==> config.mk <==
export PLATFORM = sky130hd
export DESIGN_NAME = powerdown_sync_ref_control
export DESIGN_NICKNAME = d
export VERILOG_FILES = /design/src/core/pdsr_pkg.sv /design/src/core/powerdown_sync_ref_control.sv
export SDC_FILE = /design/constraint.sdc
export NUM_CORES = 1
export LEC_CHECK = 0
export BUFFER_PORTS_ARGS = -buffer_cell sky130_fd_sc_hd__buf_2
export CORE_MARGIN = 2
export CORE_UTILIZATION = 57
export CTS_CLUSTER_SIZE = 20
export DETAILED_ROUTE_END_ITERATION = 16
export HOLD_SLACK_MARGIN = 0.08
export PLACE_DENSITY = 0.87
export SETUP_SLACK_MARGIN = 0.02
export SYNTH_ARGS = -nofsm -noshare
export SYNTH_HDL_FRONTEND = slang
export SYNTH_SLANG_ARGS = --single-unit
==> constraint.sdc <==
create_clock -name clk -period 5.8 [get_ports clk]
set_input_delay 1.16 -clock clk [delete_from_list [all_inputs] [get_ports clk]]
set_output_delay 1.16 -clock clk [all_outputs]
set_load 0.02 [all_outputs]
==> src/core/pdsr_pkg.sv <==
package pdsr_pkg;
   localparam int ADDR_W = 7;
   localparam int FRAME_BITS = 16;
   localparam logic [4:0] HDR_LAST = 5'h07;
   localparam logic [4:0] FRAME_LAST = 5'h0f;
   localparam logic [4:0] CNT_MAX = 5'h10;
   localparam logic [4:0] OUT_START = 5'h08;
   localparam logic [6:0] OBUF_ADDR = 7'h09;
   localparam logic [6:0] MASK_ADDR = 7'h0d;
   localparam logic [6:0] SYNC_ADDR = 7'h0e;
   localparam logic [6:0] AIN_ADDR = 7'h11;
   localparam logic [7:0] OBUF_RESET = 8'h0c;
   localparam logic [7:0] MASK_RESET = 8'h00;
   localparam logic [7:0] SYNC_RESET = 8'h00;
   localparam logic [7:0] AIN_RESET = 8'h00;
   localparam logic [7:0] OBUF_WMASK = 8'h3f;
   localparam logic [7:0] MASK_WMASK = 8'h0e;
   localparam logic [7:0] SYNC_WMASK = 8'hef;
   localparam logic [7:0] AIN_WMASK = 8'h20;
   localparam int FRAME_CLOCK_BIT = 5;
   localparam int BIT_CLOCK_BIT = 4;
   localparam int A1_BIT = 3;
   localparam int A0_BIT = 2;
   localparam int B1_BIT = 1;
   localparam int B0_BIT = 0;
   localparam int KEEP_CLK_BIT = 3;
   localparam int KEEP_REF_BIT = 2;
   localparam int BG_OFF_BIT = 1;
   localparam int PIN_SYNC_BIT = 7;
   localparam int REG_SYNC_BIT = 6;
   localparam int REG_SYNC_EN_BIT = 5;
   localparam int REF_REG_BIT = 3;
   localparam int REF_SEL_HI = 2;
   localparam int REF_SEL_LO = 1;
   localparam int SE_CLK_BIT = 0;
   localparam int SE_A_BIT = 5;
   localparam logic [1:0] REF_INTERNAL = 2'h0;
   localparam logic [1:0] REF_EXT_BUFFERED = 2'h1;
   localparam logic [1:0] REF_EXT_DIRECT = 2'h2;
   localparam int PIN_N = 5;
   // Serial enable idles high, every other pin idles low
   localparam logic [4:0] PIN_RESET = 5'h10;
   typedef struct packed {
      logic frame_clock;
      logic bit_clock;
      logic a1;
      logic a0;
      logic b1;
      logic b0;
   } lane_off_t;
endpackage

==> src/core/powerdown_sync_ref_control.sv <==
// Functional notes
// Output register bit 5 set powers down the frame clock output buffer.
// Output register bit 4 set powers down the bit clock output buffer.
// Bit 3 or one-wire/half-wire mode powers down channel A lane 1.
// Bit 2 set powers down the channel A lane 0 buffer.
// Bit 1 or one-wire/half-wire mode powers down channel B lane 1.
// Bit 0 or half-wire mode powers down channel B lane 0.
// Mask bit 3 keeps the sampling clock buffer on in global sleep.
// Mask bit 2 keeps the reference amplifier on in global sleep.
// Mask bit 1 set lets global sleep also switch off the bandgap.
// Sync bit 7 picks pin high as global sleep or sync command.
// Raising bit 6 from 0 to 1 issues sync when bit 5 set; never self-cleared.
// Bit 5 set takes sync from register bit instead of the pin.
// Bit 3 clear lets the reference pin choose; set uses register bits.
// Bits 2-1 pick internal, external buffered or external direct reference.
// Bit 0 with bit 3 selects single-ended clock, differential buffer off.
// Analog input bit 5 selects single-ended channel A input.
// Global sleep bit switches off blocks chosen by the mask register.
// Software writes zero to reserved bits.
module powerdown_sync_ref_control (
   input  wire logic              clk,
   input  wire logic              reset_n,
   input  wire logic              clk_en,
   input  wire logic              spi_sclk,
   input  wire logic              spi_sen_n,
   input  wire logic              spi_sdi,
   output logic                   spi_sdo,
   input  wire logic              sync_powerdown_pin,
   input  wire logic              reference_buffer_pin,
   input  wire logic              global_sleep_bit,
   input  wire logic              one_wire_mode,
   input  wire logic              half_wire_mode,
   output pdsr_pkg::lane_off_t    lane_off,
   output logic                   global_powerdown,
   output logic                   clock_buffer_off,
   output logic                   reference_amp_off,
   output logic                   bandgap_off,
   output logic                   sync_command,
   output logic                   reference_by_register,
   output logic [1:0]             reference_select,
   output logic                   reference_pin_level,
   output logic                   single_ended_clock_select,
   output logic                   chan_a_single_ended_input
);
   // Pin order: sen_n, sclk, sdi, sync pin, reference_buffer_pin pin
   logic [pdsr_pkg::PIN_N-1:0] meta_q, meta_d, pin_q, pin_d;
   logic sclk_prev_q, sclk_prev_d, spin_prev_q, spin_prev_d;
   logic [4:0]  cnt_q, cnt_d;
   logic [14:0] shift_q, shift_d;
   logic [7:0]  rd_q, rd_d;
   logic [7:0]  obuf_q, obuf_d, mask_q, mask_d, sync_q, sync_d, ain_q, ain_d;
   logic        sync6_prev_q, sync6_prev_d;
   pdsr_pkg::lane_off_t lane_d;
   logic gpd_d, clkbuf_d, refamp_d, bg_d, synccmd_d, refreg_d, refpin_d;
   logic secl_d, sea_d;
   logic [1:0] refsel_d;

   function automatic logic [7:0] masked(input logic [7:0] data, input logic [7:0] wm);
      masked = data & wm;
   endfunction

   function automatic logic [7:0] read_reg(input logic [6:0] a, input logic [7:0] o,
                                           input logic [7:0] m, input logic [7:0] s,
                                           input logic [7:0] n);
      case (a)
         pdsr_pkg::OBUF_ADDR: read_reg = o;
         pdsr_pkg::MASK_ADDR: read_reg = m;
         pdsr_pkg::SYNC_ADDR: read_reg = s;
         pdsr_pkg::AIN_ADDR:  read_reg = n;
         default:             read_reg = 8'h00;
      endcase
   endfunction

   // Serial port and register bank
   logic sen_n_s, sclk_s, sdi_s, spin_s, rpin_s, rise, fall;
   always_comb begin
      meta_d = {spi_sen_n, spi_sclk, spi_sdi, sync_powerdown_pin, reference_buffer_pin};
      pin_d = meta_q;
      {sen_n_s, sclk_s, sdi_s, spin_s, rpin_s} = pin_q;
      rise = sclk_s & ~sclk_prev_q;
      fall = ~sclk_s & sclk_prev_q;
      sclk_prev_d = sclk_s;
      spin_prev_d = spin_s;
      sync6_prev_d = sync_q[pdsr_pkg::REG_SYNC_BIT];
      cnt_d = cnt_q;
      shift_d = shift_q;
      rd_d = rd_q;
      obuf_d = obuf_q;
      mask_d = mask_q;
      sync_d = sync_q;
      ain_d = ain_q;
      if (sen_n_s) begin
         cnt_d = 5'h00;
         rd_d = 8'h00;
      end else if (rise && cnt_q != pdsr_pkg::CNT_MAX) begin
         shift_d = {shift_q[13:0], sdi_s};
         cnt_d = cnt_q + 5'h01;
         if (cnt_q == pdsr_pkg::HDR_LAST && shift_q[6]) begin
            rd_d = read_reg({shift_q[5:0], sdi_s}, obuf_q, mask_q, sync_q, ain_q);
         end
         if (cnt_q == pdsr_pkg::FRAME_LAST && !shift_q[14]) begin
            // Reserved bits dropped on write, read back as zero
            case (shift_q[13:7])
               pdsr_pkg::OBUF_ADDR:
                  obuf_d = masked({shift_q[6:0], sdi_s}, pdsr_pkg::OBUF_WMASK);
               pdsr_pkg::MASK_ADDR:
                  mask_d = masked({shift_q[6:0], sdi_s}, pdsr_pkg::MASK_WMASK);
               pdsr_pkg::SYNC_ADDR:
                  sync_d = masked({shift_q[6:0], sdi_s}, pdsr_pkg::SYNC_WMASK);
               pdsr_pkg::AIN_ADDR:
                  ain_d = masked({shift_q[6:0], sdi_s}, pdsr_pkg::AIN_WMASK);
               default: ;
            endcase
         end
      end else if (fall && cnt_q > pdsr_pkg::OUT_START) begin
         rd_d = {rd_q[6:0], 1'b0};
      end
   end

   always_ff @(posedge clk or negedge reset_n) begin
      if (!reset_n) begin
         meta_q <= pdsr_pkg::PIN_RESET;
         pin_q <= pdsr_pkg::PIN_RESET;
         sclk_prev_q <= 1'b0;
         spin_prev_q <= 1'b0;
         sync6_prev_q <= 1'b0;
         cnt_q <= 5'h00;
         shift_q <= 15'h0000;
         rd_q <= 8'h00;
         obuf_q <= pdsr_pkg::OBUF_RESET;
         mask_q <= pdsr_pkg::MASK_RESET;
         sync_q <= pdsr_pkg::SYNC_RESET;
         ain_q <= pdsr_pkg::AIN_RESET;
      end else if (clk_en) begin
         meta_q <= meta_d;
         pin_q <= pin_d;
         sclk_prev_q <= sclk_prev_d;
         spin_prev_q <= spin_prev_d;
         sync6_prev_q <= sync6_prev_d;
         cnt_q <= cnt_d;
         shift_q <= shift_d;
         rd_q <= rd_d;
         obuf_q <= obuf_d;
         mask_q <= mask_d;
         sync_q <= sync_d;
         ain_q <= ain_d;
      end
   end

   assign spi_sdo = rd_q[7];

   // Registered control outputs
   logic reg_sync_en, pin_is_sync;
   always_comb begin
      reg_sync_en = sync_q[pdsr_pkg::REG_SYNC_EN_BIT];
      pin_is_sync = sync_q[pdsr_pkg::PIN_SYNC_BIT];
      lane_d.frame_clock = obuf_q[pdsr_pkg::FRAME_CLOCK_BIT];
      lane_d.bit_clock = obuf_q[pdsr_pkg::BIT_CLOCK_BIT];
      lane_d.a1 = obuf_q[pdsr_pkg::A1_BIT] | one_wire_mode | half_wire_mode;
      lane_d.a0 = obuf_q[pdsr_pkg::A0_BIT];
      lane_d.b1 = obuf_q[pdsr_pkg::B1_BIT] | one_wire_mode | half_wire_mode;
      lane_d.b0 = obuf_q[pdsr_pkg::B0_BIT] | half_wire_mode;
      gpd_d = global_sleep_bit | (spin_s & ~pin_is_sync);
      clkbuf_d = (gpd_d & ~mask_q[pdsr_pkg::KEEP_CLK_BIT])
               | (sync_q[pdsr_pkg::REF_REG_BIT] & sync_q[pdsr_pkg::SE_CLK_BIT]);
      refamp_d = gpd_d & ~mask_q[pdsr_pkg::KEEP_REF_BIT];
      bg_d = gpd_d & mask_q[pdsr_pkg::BG_OFF_BIT];
      // Register edge only when enabled, pin edge only when not
      synccmd_d = (reg_sync_en & sync_q[pdsr_pkg::REG_SYNC_BIT] & ~sync6_prev_q)
                | (~reg_sync_en & pin_is_sync & spin_s & ~spin_prev_q);
      refreg_d = sync_q[pdsr_pkg::REF_REG_BIT];
      refsel_d = refreg_d ? sync_q[pdsr_pkg::REF_SEL_HI:pdsr_pkg::REF_SEL_LO]
                          : pdsr_pkg::REF_INTERNAL;
      refpin_d = ~refreg_d & rpin_s;
      secl_d = refreg_d & sync_q[pdsr_pkg::SE_CLK_BIT];
      sea_d = ain_q[pdsr_pkg::SE_A_BIT];
   end

   always_ff @(posedge clk or negedge reset_n) begin
      if (!reset_n) begin
         lane_off <= '0;
         global_powerdown <= 1'b0;
         clock_buffer_off <= 1'b0;
         reference_amp_off <= 1'b0;
         bandgap_off <= 1'b0;
         sync_command <= 1'b0;
         reference_by_register <= 1'b0;
         reference_select <= pdsr_pkg::REF_INTERNAL;
         reference_pin_level <= 1'b0;
         single_ended_clock_select <= 1'b0;
         chan_a_single_ended_input <= 1'b0;
      end else if (clk_en) begin
         lane_off <= lane_d;
         global_powerdown <= gpd_d;
         clock_buffer_off <= clkbuf_d;
         reference_amp_off <= refamp_d;
         bandgap_off <= bg_d;
         sync_command <= synccmd_d;
         reference_by_register <= refreg_d;
         reference_select <= refsel_d;
         reference_pin_level <= refpin_d;
         single_ended_clock_select <= secl_d;
         chan_a_single_ended_input <= sea_d;
      end
   end
endmodule

* Yosys cells after proc, flatten, opt, wreduce, memory -nomap -nowiden *
Index checks and enable logic that the tools add are counted.

storage, ports and cells
  flip-flop bits (word level) = 75
  input port bits = 11
  output and inout port bits = 18
  logic and storage cells = 95

cells by class
  add/sub/neg operators = 1
  $lt $le $gt $ge = 1
  eq/ne operators = 12
  mux-type cells = 8
  bitwise operators = 31
  reductions and logical operators = 14

operator list
  kind                 number
  $eq 7x4->1 const B   6
  $mux 8               4
  $pmux 8 s4           1
  $reduce_and 5->1     4
  $eq 7x5->1 const B   2
  $and 1x1->1          13
  $mux 5               2
  $not 1->1            10
  $or 1x1->1           8
  $reduce_and 3->1     2
  $add 5x1->5 const B  1
  $eq 5x3->1 const B   1
  $eq 5x4->1 const B   1
  $gt 5x4->1 const B   1
  $ne 5x5->1 const B   1
  $logic_and 1x1->1    4
  $ne 3x2->1 const B   1
  $reduce_bool 3->1    1
  $mux 2               1
  $reduce_and 2->1     1
  $reduce_bool 2->1    1
  $logic_not 1->1      1

* Longest topological paths before layout *
  depth after elaboration = 6
  gate-level depth with buffers = 8

* Worst setup path after synthesis *
No wires, ideal clock.

  path kind = input port to flip-flop
  from = input clk_en
  to = register shift_q[0]
  setup time = 0.125 ns
  arrival = 2.174 ns
  slack = 3.501 ns
  stages on the path = 5
  path through = clkbuf_1 -> nand2b_1 -> nor2_8 -> buf_12 -> mux2_4

on the way
  longest elaborated chain between the ends = 1

RTL lines
  element                            line                               source
  start, declared                    powerdown_sync_ref_control.sv:23   input wire logic clk_en,
  $reduce_and 3->1 (no source line)  n/a
  end signal, assigned               powerdown_sync_ref_control.sv:141  shift_q <= shift_d;
  end, declared                      powerdown_sync_ref_control.sv:49   logic [14:0] shift_q, shift_d;

No other way between the ends.
A chain may end at the register's enable or synchronous reset.

* Worst setup path after layout *
  from = input clk_en
  to = register sync_q[2]

on the way
  longest elaborated chain between the ends = 1

RTL lines
  element                            line                               source
  $reduce_and 5->1 (no source line)  n/a
  end signal, assigned               powerdown_sync_ref_control.sv:132  sync_q <= pdsr_pkg::SYNC_RESET;
  end signal, assigned               powerdown_sync_ref_control.sv:145  sync_q <= sync_d;
  end, declared                      powerdown_sync_ref_control.sv:51   logic [7:0] obuf_q, obuf_d, mask_q, mask_d, sync_q, sync_d, ain_q, ain_d;

No other way between the ends.

==> results.ini <==
[outcome]
status = complete, no violations

[synth]
synth_cell_types = 52
synth_cells = 266
synth_seq_cells = 75
synth_area_um2 = 3440
yosysTopAreaCellShare = 0.517
ys.flop_type = dfrtp_1
synth-seq-area-share = 0.547
synth_area_per_cell_um2 = 12.9
synthesis.nets = 280
synth-edff-count = 0
synth_area_leaders = dfrtp_1 (52%), mux2_2 (16%), mux2_4 (3.5%)
ys.warnings.count = 0
synthArstFlopShare = 1.00
synth_area_leader_cell = dfrtp_1

[route]
viasPerCell = 5.97
routed_wirelength_um = 6640
ant_nets = 0
wl_per_cell_um = 17.7
via_count = 2240
drt_iter0_markers = 222
drcViolationCount = 0
drtPass1Iterations = 4

[clock_tree]
cts_root_buf = clkbuf_8
worst_skew_pair.late_latency_ns = 0.35
cts_buffers = 9
clk_pin_slew_ns = 0.08
cts_resized = 0
tritoncts = built
h-tree-depth = 3
cts.sinks = 75
cts_setup_buffers = 0
cts_buffer_depth = 2
cts_hold_buf = 0

[min_path]
hp-class = reg2reg

[global_routing]
grt_max_degree = 76
first_global_vias = 2291
track_usage = 0.232
antenna_found_initial = 0
grt_pass1_wl_um = 11400
grt_overflow = 0

[place]
dp_hpwl_um = 4430
dp.cells = 359
place.gp.congestion = 0.804
port_buffers = 28

[layout]
num-nets-final = 309
area_growth_pct = 11.5
final_cell_mix = dfrtp_1 (71), mux2_2 (49), buf_2 (28)
fillers = 441
drive_above_1_share = 0.370
diodes = 0
multi_input_area_um2 = 1440
layout_commonest_cell = dfrtp_1
regArea_um2 = 1880
finish.cell_count_without_fillers = 375

[pwr]
p_per_area_nw_per_um2 = 349
leakagePower_nw = 1.78
p_total_mw = 1.34
peakVddDrop_mv = 0.214

[critical_path]
cp_max_fo = 56
critPathCaptureType = flop
startpoint_type = input port
critPathRequiredTime_ns = 6.04
worstPathArrival_ns = 3.22
critPathKind = in2reg

[floorplanning]
core_area_um2 = 5890
ios = 29
start_util = 0.584
row_count = 28
die_h_um = 81.7
dieArea_um2 = 6670
die_w_um = 81.7

[sta]
grt_setup_unrepaired = no
slew_headroom = 0.346
clock.fmax_ghz = 0.336
worstMarginPinSlew_ns = 0.981
setup_violations = 0
slew_violations = 0
tns_ns = 0
post-route-period-util = 0.514
hold_violations = 0
fin_worst_skew_ns = 0.0101
fin_crit_ns = 2.98

[run]
cap_viol_max_count = 0

==> kinds of logic (layout without fill, tap and decap cells) <==
kind of cell	after synthesis	after routing	synth area share
flip-flops	75	75	0.547
multiplexers	60	60	0.204
buffers and inverters	24	58	0.0335
AND/OR/NAND/NOR	61	61	0.121
AO/OA/AOI/OAI	43	43	0.0837
adder cells (fa/ha/maj)	3	3	0.0109
==> Yosys cell counts (4+ instances only) <==
cell and n:
dfrtp_1 71, mux2_2 49, inv_1 13, o21ai_0 9, mux2_4 8, nor2_1 8, nor4_1 8, a21oi_1 7
clkbuf_1 6, nand3b_1 5, nor2b_1 5, a22oi_1 4, dfstp_2 4, nand2_1 4, nand3_1 4, nor3_1 4
nor4b_1 4, o22ai_1 4
==> final timing paths <==
path	depth (start not counted)	start	end	slack (ns)
min reg2reg	1	sync_command	sync_command	0.49
min in group asynchronous	2	reset_n	meta_q[2]	1.00
max reg2reg	7	cnt_q[0]	sync_q[2]	3.62
max	5	clk_en	sync_q[2]	2.82
max in group asynchronous	2	reset_n	cnt_q[2]	4.18
min	1	sync_command	sync_command	0.49
==> stage by stage <==
step	area, um2	hold WS [ns]	setup slack, ns	utilization
after floorplan	3440	0.455	3.50	-
after global placement	3610	0.467	2.60	0.614
after detailed placement	3610	0.475	2.50	0.614
after CTS	3830	0.495	2.87	0.651
after global routing	3830	0.514	2.68	0.651
final	3830	0.489	2.82	0.651
==> where the power goes <==
| group | total [mW] | internal, mW | switching, mW | leakage [nW] |
|---|---|---|---|---|
| combinational | 0.231 | 0.112 | 0.119 | 0.698 |
| sequential | 0.666 | 0.586 | 0.0798 | 0.968 |
| clock | 0.443 | 0.254 | 0.188 | 0.111 |
| total | 1.34 | 0.952 | 0.387 | 1.78 |
==> sequential cells by signal (all words and copies together) (netlist names), 2 cells and up <==
| signal | count |
|---|---|
| cnt_q | 5 |
| reference_select | 2 |
| lane_off | 6 |
| obuf_q | 6 |
| mask_q | 3 |
| meta_q | 5 |
| pin_q | 5 |
| shift_q | 15 |
| sync_q | 7 |
| rd_q | 8 |
==> area by class of cell <==
class | count | area share
inverters | 13 | 0.0127
repair buffers | 29 | 0.0385
multi-input cells | 167 | 0.376
well taps | 75 | 0.0245
clock inverters | 4 | 0.0193
flip-flops and latches | 75 | 0.491
clock buffers | 12 | 0.0379
==> worst max-delay path, stage by stage <==
cell and delay (ns):
buf_2 0.72, and4bb_2 0.39, nor4b_2 0.29, nand2_1 0.27, mux2_2 0.35
==> routing by layer <==
layer	track usage	up-vias	wire [um]
li1	-	1037	-
met4	0.100	0	167
met1	0.314	1138	2990
met5	0	-	0
met2	0.344	51	3170
met3	0.0769	14	308
Power figures use the tool's default switching activity.
